### config.mk
export PLATFORM = sky130hd
export DESIGN_NAME = cpm_control_pins
export DESIGN_NICKNAME = d
export VERILOG_FILES = /design/src/pkg/cpm_pkg.sv /design/src/rtl/cpm_control_pins.sv
export SDC_FILE = /design/constraint.sdc
export NUM_CORES = 1
export LEC_CHECK = 0
export ABC_AREA = 1
export BUFFER_PORTS_ARGS = -buffer_cell sky130_fd_sc_hd__buf_2
export CORE_MARGIN = 4
export CORE_UTILIZATION = 40
export CTS_BUF_LIST = sky130_fd_sc_hd__clkbuf_8
export DETAILED_ROUTE_END_ITERATION = 10
export PLACE_DENSITY = 0.78
export SLEW_MARGIN = 20
export SYNTH_ARGS = -nofsm -noshare
export SYNTH_HDL_FRONTEND = slang
export SYNTH_SLANG_ARGS = --single-unit
### constraint.sdc
create_clock -name clock_in -period 1.58 [get_ports clock_in]
set_clock_uncertainty 0.15 [all_clocks]
set_input_delay 0.316 -clock clock_in [delete_from_list [all_inputs] [get_ports clock_in]]
set_output_delay 0.316 -clock clock_in [all_outputs]
set_load 0.01 [all_outputs]
### src/pkg/cpm_pkg.sv
// package for the control pin mode logic: register map, reset values, mode codes
// assumes a 32-bit avalon-mm slave with word addressing by byte offset
package cpm_pkg;
    localparam int          CPM_NCH          = 8;
    localparam int          CPM_AW           = 4;
    localparam logic [3:0]  CPM_OFS_OUT      = 4'h0;
    localparam logic [3:0]  CPM_OFS_MAP_A    = 4'h4;
    localparam logic [3:0]  CPM_OFS_MAP_B    = 4'h8;
    localparam logic [3:0]  CPM_OFS_STATUS   = 4'hc;
    localparam logic [7:0]  CPM_RST_OUT      = 8'h00;
    localparam logic [7:0]  CPM_RST_MAP_A    = 8'h04;
    localparam logic [7:0]  CPM_RST_MAP_B    = 8'h08;
    localparam int          CPM_ST_LEVEL_LSB = 0;
    localparam int          CPM_ST_MODE_LSB  = 4;
    localparam logic [31:0] CPM_UNMAPPED     = 32'hdeadbeef;

    typedef enum logic [2:0] {
        CPM_ACTIVE = 3'b001,
        CPM_SLEEP  = 3'b010,
        CPM_LIMP   = 3'b100
    } cpm_mode_t;

    typedef struct packed {
        logic a;
        logic b;
    } cpm_inputs_t;
endpackage

### src/rtl/cpm_control_pins.sv
// control pin mode logic: direct inputs, input mapping, low-power pin mode select
// assumes async pins are synchronised here and the serial block obeys serial_enable_out
//
// The implementer's own choices: the Avalon-MM register port and the register offsets.
`timescale 1ns/1ns
// Function
// RULE1: after reset input a drives channel 2 and input b drives channel 3 only.
// RULE2: each direct input has its own software-writable channel map register.
// RULE3: each channel drive is the or of its output bit, mapped pwm and mapped inputs.
// RULE4: input levels are readable in a status register that also updates in limp-home.
// RULE5: low-power pin low with any input high enters limp-home, default channels on.
// RULE6: low-power pin low with both inputs low enters sleep.
// RULE7: the host holds the low-power pin for the transition time before relying on it.
// RULE8: the low-power pin low returns every serial register to its default.
// RULE9: in sleep the serial interface is refused and its data output stays released.
// RULE10: in sleep the supply undervoltage detectors are disabled.
// RULE11: direct inputs and the low-power pin are synchronised before use.
module cpm_control_pins #(
    parameter int NCH = 8
) (
    input  wire logic                   clock_in,          // 25 mhz clock
    input  wire logic                   nrst_in,           // async reset, active low
    input  wire logic                   clk_en_in,         // freezes state when low
    input  wire logic                   direct_input_a_in, // direct input pin a
    input  wire logic                   direct_input_b_in, // direct input pin b
    input  wire logic                   low_power_n_in,    // low-power control pin
    input  wire logic [NCH-1:0]         pwm_mapped_in,     // mapped pwm generator drive
    input  wire logic [cpm_pkg::CPM_AW-1:0] avs_address,   // byte address
    input  wire logic                   avs_read,          // read strobe
    input  wire logic                   avs_write,         // write strobe
    input  wire logic [31:0]            avs_writedata,     // write data
    input  wire logic [3:0]             avs_byteenable,    // byte lanes
    output logic [31:0]                 avs_readdata,      // read data
    output logic                        avs_waitrequest,   // stall
    output logic [NCH-1:0]              channel_drive_out, // switch command per channel
    output cpm_pkg::cpm_mode_t          mode_out,          // current mode
    output logic                        serial_enable_out, // serial port may talk
    output logic                        uv_detect_en_out,  // undervoltage detectors on
    output logic                        serial_reset_out   // serial registers held reset
);
    import cpm_pkg::*;

    // agree filter: a level is taken only once two successive stages match
    function automatic logic cpm_agree(input logic stage2,
                                       input logic stage3,
                                       input logic held);
        logic level;
        level = held;
        if (stage2 == stage3) begin
            level = stage3;
        end
        return level;
    endfunction

    // a direct input adds its channel map to the drive while its level is high
    function automatic logic [NCH-1:0] cpm_mapped(input logic           level,
                                                  input logic [NCH-1:0] map);
        return {NCH{level}} & map;
    endfunction

    // register select against one byte offset
    function automatic logic cpm_hit(input logic [CPM_AW-1:0] addr,
                                     input logic [CPM_AW-1:0] offset);
        return addr == offset;
    endfunction

    // pin synchronisers, stage one is read only by stage two
    logic              sync_a1_q;
    logic              sync_a2_q;
    logic              sync_a3_q;
    logic              lvl_a_q;
    logic              sync_b1_q;
    logic              sync_b2_q;
    logic              sync_b3_q;
    logic              lvl_b_q;
    logic              lp_sync1_q;
    logic              lp_sync2_q;
    logic              lp_sync3_q;
    logic              lp_lvl_q;
    cpm_inputs_t       lvl;

    // serial-side registers and mode
    logic [NCH-1:0]    out_q;
    logic [NCH-1:0]    map_a_q;
    logic [NCH-1:0]    map_b_q;
    cpm_mode_t         mode_q;
    cpm_mode_t         mode_d;

    // bus handshake
    logic              ack_q;
    logic [31:0]       rdata_q;

    assign lvl = '{a: lvl_a_q, b: lvl_b_q};

    // pin a idles low, so leaving reset shows no false edge
    always_ff @(posedge clock_in or negedge nrst_in) begin
        if (!nrst_in) begin
            sync_a1_q <= 1'b0;
            sync_a2_q <= 1'b0;
            sync_a3_q <= 1'b0;
            lvl_a_q   <= 1'b0;
        end else if (clk_en_in) begin
            sync_a1_q <= direct_input_a_in;                         // RULE11
            sync_a2_q <= sync_a1_q;
            sync_a3_q <= sync_a2_q;
            lvl_a_q   <= cpm_agree(sync_a2_q, sync_a3_q, lvl_a_q);
        end
    end

    // pin b idles low as well
    always_ff @(posedge clock_in or negedge nrst_in) begin
        if (!nrst_in) begin
            sync_b1_q <= 1'b0;
            sync_b2_q <= 1'b0;
            sync_b3_q <= 1'b0;
            lvl_b_q   <= 1'b0;
        end else if (clk_en_in) begin
            sync_b1_q <= direct_input_b_in;                         // RULE11
            sync_b2_q <= sync_b1_q;
            sync_b3_q <= sync_b2_q;
            lvl_b_q   <= cpm_agree(sync_b2_q, sync_b3_q, lvl_b_q);
        end
    end

    // low-power pin idles high: reset must not look like a low-power request
    always_ff @(posedge clock_in or negedge nrst_in) begin
        if (!nrst_in) begin
            lp_sync1_q <= 1'b1;
            lp_sync2_q <= 1'b1;
            lp_sync3_q <= 1'b1;
            lp_lvl_q   <= 1'b1;
        end else if (clk_en_in) begin
            lp_sync1_q <= low_power_n_in;                           // RULE11
            lp_sync2_q <= lp_sync1_q;
            lp_sync3_q <= lp_sync2_q;
            lp_lvl_q   <= cpm_agree(lp_sync2_q, lp_sync3_q, lp_lvl_q);
        end
    end

    // mode decisions use only filtered levels, never raw pins
    wire any_in   = lvl.a | lvl.b;
    wire lp_low   = !lp_lvl_q;
    wire sreg_rst = lp_low;                                         // RULE8

    always_comb begin
        mode_d = mode_q;
        case (mode_q)
            CPM_ACTIVE: begin
                if (lp_low && any_in) begin
                    mode_d = CPM_LIMP;                              // RULE5
                end else if (lp_low) begin
                    mode_d = CPM_SLEEP;                             // RULE6
                end else begin
                    mode_d = CPM_ACTIVE;
                end
            end
            CPM_SLEEP: begin
                if (!lp_low) begin
                    mode_d = CPM_ACTIVE;
                end else if (any_in) begin
                    mode_d = CPM_LIMP;                              // RULE5
                end else begin
                    mode_d = CPM_SLEEP;
                end
            end
            CPM_LIMP: begin
                if (!lp_low) begin
                    mode_d = CPM_ACTIVE;
                end else if (!any_in) begin
                    mode_d = CPM_SLEEP;                             // RULE6
                end else begin
                    mode_d = CPM_LIMP;
                end
            end
            default: begin
                mode_d = CPM_ACTIVE;
            end
        endcase
    end

    always_ff @(posedge clock_in or negedge nrst_in) begin
        if (!nrst_in) begin
            mode_q <= CPM_ACTIVE;
        end else if (clk_en_in) begin
            mode_q <= mode_d;
        end
    end

    wire in_active = mode_q == CPM_ACTIVE;
    wire in_sleep  = mode_q == CPM_SLEEP;

    // bus decode; a request is taken with waitrequest high and commits one
    // cycle later, at the edge where the master samples waitrequest low
    wire sel_out  = cpm_hit(avs_address, CPM_OFS_OUT);
    wire sel_ma   = cpm_hit(avs_address, CPM_OFS_MAP_A);
    wire sel_mb   = cpm_hit(avs_address, CPM_OFS_MAP_B);
    wire sel_st   = cpm_hit(avs_address, CPM_OFS_STATUS);
    wire bus_req  = avs_read | avs_write;
    wire req      = bus_req & !ack_q;
    wire commit   = bus_req & ack_q;
    wire rd_ok    = req & avs_read;
    wire wr_ok    = avs_write & commit & avs_byteenable[0]
                  & !sreg_rst & in_active;
    wire wr_out   = wr_ok & sel_out;
    wire wr_ma    = wr_ok & sel_ma;                                 // RULE2
    wire wr_mb    = wr_ok & sel_mb;                                 // RULE2

    wire [31:0] st_level = 32'(lvl) << CPM_ST_LEVEL_LSB;            // RULE4
    wire [31:0] st_mode  = 32'(mode_q) << CPM_ST_MODE_LSB;
    wire [31:0] st_word  = st_level | st_mode;
    wire [31:0] rd_mux   = sel_out ? 32'(out_q) :
                           sel_ma  ? 32'(map_a_q) :
                           sel_mb  ? 32'(map_b_q) :
                           sel_st  ? st_word : CPM_UNMAPPED;

    // output register, back to default while the low-power pin is low
    always_ff @(posedge clock_in or negedge nrst_in) begin
        if (!nrst_in) begin
            out_q <= NCH'(CPM_RST_OUT);
        end else if (clk_en_in) begin
            if (sreg_rst) begin
                out_q <= NCH'(CPM_RST_OUT);                         // RULE8
            end else if (wr_out) begin
                out_q <= avs_writedata[NCH-1:0];
            end
        end
    end

    // map of input a, default channel 2
    always_ff @(posedge clock_in or negedge nrst_in) begin
        if (!nrst_in) begin
            map_a_q <= NCH'(CPM_RST_MAP_A);                         // RULE1
        end else if (clk_en_in) begin
            if (sreg_rst) begin
                map_a_q <= NCH'(CPM_RST_MAP_A);                     // RULE8
            end else if (wr_ma) begin
                map_a_q <= avs_writedata[NCH-1:0];
            end
        end
    end

    // map of input b, default channel 3
    always_ff @(posedge clock_in or negedge nrst_in) begin
        if (!nrst_in) begin
            map_b_q <= NCH'(CPM_RST_MAP_B);                         // RULE1
        end else if (clk_en_in) begin
            if (sreg_rst) begin
                map_b_q <= NCH'(CPM_RST_MAP_B);                     // RULE8
            end else if (wr_mb) begin
                map_b_q <= avs_writedata[NCH-1:0];
            end
        end
    end

    // one wait cycle per access; ack drops once the commit edge is passed
    always_ff @(posedge clock_in or negedge nrst_in) begin
        if (!nrst_in) begin
            ack_q <= 1'b0;
        end else if (clk_en_in) begin
            ack_q <= req;
        end
    end

    // read data are captured when taken and stand at the commit edge
    always_ff @(posedge clock_in or negedge nrst_in) begin
        if (!nrst_in) begin
            rdata_q <= '0;
        end else if (clk_en_in && rd_ok) begin
            rdata_q <= rd_mux;
        end
    end

    // in limp-home the maps are held at default, so inputs give default channels
    wire [NCH-1:0] pin_a_drive = cpm_mapped(lvl.a, map_a_q);        // RULE5
    wire [NCH-1:0] pin_b_drive = cpm_mapped(lvl.b, map_b_q);
    wire [NCH-1:0] reg_drive   = out_q | pwm_mapped_in;

    assign avs_waitrequest   = req;
    assign avs_readdata      = rdata_q;
    assign channel_drive_out = reg_drive | pin_a_drive | pin_b_drive; // RULE3
    assign mode_out          = mode_q;
    assign serial_enable_out = !in_sleep;                           // RULE9
    assign uv_detect_en_out  = !in_sleep;                           // RULE10
    assign serial_reset_out  = sreg_rst;
endmodule

==> results by group, run 1 <==
Run status
  – Outcome: finished, violations left
  – Failing checks: negative setup slack

STA
  – RSZ-0062 raised after global routing: yes
  – Final Max Tran Viols: 0
  – Crit share post-route: 110%
  – Final setup violation count: 33
  – Fin crit period: about 1.7 ns
  – Max Freq: 575 MHz
  – Fin. Hold Viols: 0
  – Setup slack after layout: -0.158 ns

Pwr
  – Peak VDD IR: approximately 430 uV
  – P_int: roughly 2.6 mW
  – Proportion of power drawn by flip-flops and latches: about two fifths
  – Logic pwr share: a little under two fifths
  – Final Total Pwr: between 4 and 5 mW
  – Clock power frac: a little under a quarter
  – Sw Pwr: ~1.5 mW
  – Net Sw Frac: between 30% and 40%
  – Leakage: about 2.0 nW
  – PD cells: 1100 nW/um^2

Synthesis
  – Register area share after synthesis: approximately 44%
  – Mapped Area: between 2000 and 3000 sq um
  – Synth Warn #: 0
  – Largest area contributor in the netlist: dfrtp_1
  – Syn_area_per_cell: approximately 7.5 sq um
  – #FFs+latches synth: 49
  – Synth top area cells: dfrtp_1 (38%), nand2_1 (19%), buf_4 (6.7%), dfstp_2 (6.6%), nand3_1 (5.6%)
  – Synth cell types: 28
  – Post-synth top area share: between 30% and 40%
  – Mapped Cells: between 300 and 400

Clocking
  – Reg clk slew, reported paths: about 0.10 ns
  – Clock root cell: clkbuf_8
  – Clk sinks: between 40 and 50
  – Htree depth: 2
  – Clock latency on the worst-skew pair: between 0.3 and 0.4 ns
  – CTS Buf Count: 5
  – CTS tree: built
  – Clock buffer depth: 2

Global route
  – Pin count of the biggest net entering global routing: 50
  – Initial antenna violation count: 0
  – Grt total ovfl: 0
  – Gr usage total: between 10% and 20%
  – Vias in the first global route: approximately 2,500
  – Global-route wire length before repair: roughly 12,000 um

Place
  – I/O Buffers: just under 70
  – Routability cong.: slightly below 0.9
  – Pre-CTS setup slack: roughly 0.048 ns
  – Post-DP HPWL: 5020 um

Final layout
  – Antenna diodes: 0
  – Fin nets: between 500 and 600
  – Most common cell after layout, fill and taps aside: nand2_1
  – Area Overhead vs Synth: 34.0%
  – Most frequent cells in the layout: nand2_1 (109), buf_2 (64), dfrtp_1 (39), nand3_1 (30)
  – Share of layout cells above drive strength 1: around 43%

Worst setup path
  – Worst Path Required: 1.11 ns
  – R2R setup slack: -0.07 ns
  – Reg2reg path depth: 7
  – CP startpoint: lvl_b_q$_DFFE_PN0P_
  – Arrival time at the worst endpoint: approximately 1.3 ns
  – Worst reg2reg startpoint: lp_lvl_q$_DFFE_PN1P_
  – RR Endpoint: map_b_q[0]$_DFFE_PN0P_
  – Kind of end point of the critical path: output pin
  – CP Launch Type: flip-flop
  – Largest fanout on the critical path: 3
  – Critical path class: flip-flop to output pin

Detailed routing
  – DRT Pass-1 Iters: 5
  – WL final: between 8000 and 9000 um
  – Via count: approximately 2,800
  – 1st-iter DRT viols: approximately 260
  – Avg WL per Cell: 14.7 um
  – Vias per cell: ~5.2
  – DRC Markers: 0
  – Detail Route Antenna Nets: 0

Floorplanning
  – Die extent in y: between 90 and 100 um
  – Core Footprint: just under 7000 sq um
  – Die width: a little over 90 um
  – Starting Density: slightly above 40%
  – Die area: between 8000 and 9000 sq um
  – Row cnt: 30
  – Io pins: slightly above 100

Hold path
  – Hold Path Origin: low_power_n_in
  – Hold Crit Endpoint: lp_sync1_q$_DFFE_PN1P_
  – Worst Hold Depth: 3
  – HP Class: primary input to flip-flop

Job
  – Max-Cap Viols: 0
## per-layer routing
metal,share of wire (%),track usage [%]
met1,40,22.2
met2,47,27.6
met5,0,0
met4,4.5,8.29
met3,8.0,3.48
## sequential cells by signal (all words and copies together) (netlist names)
signal,flops
sync_b2_q,1
sync_a1_q,1
sync_b1_q,1
map_a_q,8
lp_sync3_q,1
lp_sync1_q,1
sync_a2_q,1
map_b_q,8
out_q,8
ack_q,1
sync_b3_q,1
mode_out,3
avs_readdata,9
lp_lvl_q,1
lvl_b_q,1
lp_sync2_q,1
lvl_a_q,1
sync_a3_q,1
## worst max-delay path: stages (launching register included)
cell      delay, ns
dfrtp_2        0.43
inv_2          0.07
o211ai_1       0.27
buf_2          0.19
## synth_stat cells (all sizes together)
| cell type | instances |
|---|---|
| nand2 | 144 |
| dfrtp | 42 |
| nand3 | 36 |
| nor2 | 35 |
| inv | 32 |
| buf | 31 |
| a21oi | 18 |
| o21ai | 13 |
| dfstp | 7 |
| clkbuf | 3 |
| nand4 | 3 |
| o211ai | 2 |
| or2 | 2 |
| conb | 1 |
| nand3b | 1 |
| o221ai | 1 |
## logic make-up (layout without fill, tap and decap cells)
| logic type | after synthesis | count (layout) | synth area share [%] |
|---|---|---|---|
| DFF | 49 | 49 | 44.3 |
| AOI/OAI and AO/OA | 34 | 34 | 6.56 |
| buffers and inverters | 66 | 139 | 12.6 |
| and+or+nand+nor | 221 | 224 | 36.3 |
| other | 1 | 7 | 0.135 |
## power by group through the flow
stage	Combinational, mW	Clock, mW	Sequential, mW
after floorplan	0.730	0	1.64
after global placement	1.07	0	1.60
after detailed placement	1.09	0	1.61
after CTS	1.21	0.929	1.59
after global routing	1.69	0.975	1.63
final	1.57	0.928	1.60
## metrics by stage
step / utilization [%] / setup TNS, ns / hold WS [ns] / instances / area, sq um
floorplan: - / 0 / -0.130 / 377 / 2810
global placement: 46.5 / 0 / 0.168 / 520 / 3160
detailed placement: 46.5 / 0 / 0.182 / 520 / 3160
CTS: 50.2 / -1.20 / 0.0436 / 534 / 3410
global route: 54.9 / -3.72 / 0.0378 / 549 / 3730
finish: 54.9 / -1.76 / 0.0379 / 549 / 3730
## how the worst max path moves through the flow
stage | to | slack [ns] | cells past startpoint
after floorplan | channel_drive_out[1] | 0.17 | 3
final | channel_drive_out[5] | -0.16 | 3
after CTS | channel_drive_out[4] | -0.13 | 4
after global placement | out_q[4]$_DFFE_PN0P_ | 0.07 | 8
after detailed placement | out_q[4]$_DFFE_PN0P_ | 0.05 | 8
after global routing | channel_drive_out[4] | -0.17 | 4
## what timing repair did
item                                    CTS  global route
pin swaps                                15            10
gates cloned                              0             3
endpoints found under the hold margin    42             0
gates resized for setup                  23            55
hold buffers                              1             0
buffers inserted                          5            12
endpoints found under the setup margin   11            53
## layout make-up
class	instances	area [sq um]
Fill cell	602	3060
Multi-Input combinational cell	265	1460
Sequential cell	49	1240
Timing Repair Buffer	99	668
Inverter	32	130
Tap cell	96	120
Clock buffer	5	68.8
Clock inverter	3	46.3
Power figures use the tool's default switching activity.
==> inputs of run 2 (changes only) <==
- CORE_MARGIN: 4 -> 2
- CORE_UTILIZATION: 40 -> 48
- GPL_ROUTABILITY_DRIVEN: unset -> 0
- PLACE_DENSITY: 0.78 -> 0.89
==> run 2 against run 1 <==
- the flow still finishes with violations (negative setup slack)
- global-route usage increased by 5.0 points
- critical path depth up 1
- routed wire length up 2.0%
- maximum frequency up 0.84%
- cell area decreased by 0.54%
- critical path type unchanged
- largest cell class unchanged
- largest power group unchanged
==> results by group, run 2 (same netlist as run 1, synthesis figures left out) <==
Detailed routing
  – Vias per cell: 5.46 (was 5.19)
  – Via count: 2,867 (was 2,849)
  – Avg WL per Cell: 15.7 um (was 14.7 um)
  – DRC Markers: 0 (unchanged)
  – Routed wl met3: 862 um (was 650 um)
  – Detail Route Antenna Nets: 0 (unchanged)
  – Top routing layer used: met4 (unchanged)
  – 1st-iter DRT viols: 374 (was 262)
  – WL final: 8240 um (was 8080 um)
  – DRT Pass-1 Iters: 5 (unchanged)
  – WL met2: 4000 um (was 3810 um)
  – Wl on met1: 3070 um (was 3250 um)

Run status
  – Outcome: finished, violations left (unchanged)
  – Failing checks: negative setup slack (unchanged)

Floorplanning
  – Die extent in y: 80.2 um (was 91.4 um)
  – Core Footprint: 5540 sq um (was 6790 sq um)
  – Io pins: 103 (unchanged)
  – Die width: 80.2 um (was 91.4 um)
  – Die area: 6430 sq um (was 8360 sq um)
  – Row cnt: 27 (was 30)
  – Starting Density: 50.3% (was 41.0%)

Final layout
  – Most common cell after layout, fill and taps aside: nand2_1 (unchanged)
  – Multi-input logic area: 1470 sq um (was 1460 sq um)
  – Fin nets: 508 (unchanged)
  – Fillers: 395 (was 602)
  – Share of layout cells above drive strength 1: 41.3% (was 42.6%)
  – Area occupied by registers: 1240 sq um (about the same)
  – Design Area, Final: 3710 sq um (was 3730 sq um)
  – Area Overhead vs Synth: 33.3% (was 34.0%)
  – Most frequent cells in the layout: nand2_1 (113), buf_2 (66), dfrtp_1 (40), nand3_1 (29), nor2_1 (28) (was nand2_1 (109), buf_2 (64), dfrtp_1 (39), nand3_1 (30))
  – Final Core Density: 67.0% (was 54.9%)
  – Antenna diodes: 0 (unchanged)
  – Number of flip-flops in the largest register: 9 (unchanged)
  – Non-filler cells, final: 525 (was 549)

Place
  – Cells after DPL: 496 (was 520)
  – Dpl cell area: 3130 sq um (was 3160 sq um)
  – Pre-CTS setup slack: 0.0631 ns (was 0.0485 ns)
  – Post-DP HPWL: 4870 um (was 5020 um)
  – I/O Buffers: 68 (unchanged)

Worst setup path
  – Arrival time at the worst endpoint: 1.26 ns (was 1.27 ns)
  – CP Launch Type: flip-flop (unchanged)
  – Critical path class: flip-flop to output pin (unchanged)
  – Largest fanout on the critical path: 5 (was 3)
  – Worst Path Required: 1.11 ns (about the same)
  – Kind of end point of the critical path: output pin (unchanged)

STA
  – Fin. Hold Viols: 0 (unchanged)
  – Final setup violation count: 36 (was 33)
  – Setup slack after layout: -0.143 ns (was -0.158 ns)
  – Worst hold slack: 0.0296 ns (was 0.0379 ns)
  – Final Max Tran Viols: 0 (unchanged)
  – Crit share post-route: 109% (was 110%)
  – Max Freq: 580 MHz (was 575 MHz)
  – Fin crit period: 1.72 ns (was 1.74 ns)
  – Setup TNS: -3.41 ns (was -1.76 ns)
  – RSZ-0062 raised after global routing: yes (unchanged)

Clocking
  – Clock root cell: clkbuf_8 (unchanged)
  – Htree depth: 2 (unchanged)
  – CTS tree: built (unchanged)
  – Clock buffer depth: 2 (unchanged)
  – CTS Buf Count: 5 (unchanged)
  – Reg clk slew, reported paths: 0.10 ns (about the same)
  – Clk sinks: 49 (unchanged)
  – Clock latency on the worst-skew pair: 0.32 ns (was 0.31 ns)

Global route
  – Gr usage total: 22.3% (was 17.2%)
  – Grt total ovfl: 0 (unchanged)
  – Initial antenna violation count: 0 (unchanged)
  – Global-route wire length before repair: 11,100 um (was 11,700 um)
  – Pin count of the biggest net entering global routing: 25 (was 50)
  – Vias in the first global route: 2,498 (was 2,536)

Pwr
  – Clock power frac: 23.6% (was 22.6%)
  – Logic pwr share: 36.7% (was 38.3%)
  – PD cells: 1090 nW/um^2 (was 1100 nW/um^2)
  – Leakage: 2.01 nW (was 2.00 nW)
  – Net Sw Frac: 35.4% (was 35.9%)
  – P_int: 2.62 mW (was 2.63 mW)
  – Sw Pwr: 1.44 mW (was 1.47 mW)
  – Final Total Pwr: 4.06 mW (was 4.11 mW)
  – Proportion of power drawn by flip-flops and latches: 39.7% (was 39.1%)
  – Peak VDD IR: 690 uV (was 433 uV)

Job
  – Max-Cap Viols: 0 (unchanged)

Hold path
  – HP Class: primary input to flip-flop (unchanged)
## run 2: power by group through the flow
stage	clock, mW	sequential, mW	combinational, mW
6_report	0.956	1.61	1.49
3_3_place_gp	0	1.61	1.03
4_1_cts	0.952	1.60	1.23
3_5_place_dp	0	1.62	1.05
2_1_floorplan	0	1.64	0.730
5_1_grt	1.02	1.63	1.63
## run 2: critical path: stages (launching register included)
cell     delay, ns
dfrtp_1       0.44
buf_6         0.17
a21oi_2       0.15
nand2_1       0.06
buf_2         0.13
## run 2: final cells by class
class | instances | area share [%]
Clock inverter | 2 | 1.01
Sequential cell | 49 | 33.3
Tap cell | 72 | 2.43
Timing Repair Buffer | 99 | 18.0
Multi-Input combinational cell | 265 | 39.5
Inverter | 32 | 3.44
Clock buffer | 6 | 2.22
## run 2: routing by layer
layer	vias to the layer above	track usage, %
met4	0	7.97
met3	28	4.16
met5	-	0
met2	216	39.0
li1	1309	-
met1	1314	27.3
## run 2: timing repair
action / in CTS / in global routing
cloned: 0 / 4
hold endpoints to repair: 9 / 0
buffers inserted: 9 / 10
pin swaps: 11 / 12
hold buffers: 1 / 0
gates resized for setup: 21 / 48
endpoints found under the setup margin: 12 / 56
## run 2: path summary, 6_finish.rpt
check / start / end / slack (ns) / depth (start not counted)
worst min register to register: lp_sync1_q$_DFFE_PN1P_ / lp_sync1_q$_DFFE_PN1P_ / 0.32 / 2
worst max register to register: lp_lvl_q$_DFFE_PN1P_ / out_q[3]$_DFFE_PN0P_ / -0.14 / 7
worst min-delay path: low_power_n_in / lp_sync1_q$_DFFE_PN1P_ / 0.03 / 3
max in group asynchronous: nrst_in / map_a_q[2]$_DFFE_PN1P_ / 0.43 / 3
min in group asynchronous: nrst_in / sync_b1_q$_DFFE_PN0P_ / 0.30 / 2
worst max-delay path: lvl_b_q$_DFFE_PN0P_ / channel_drive_out[7] / -0.14 / 4
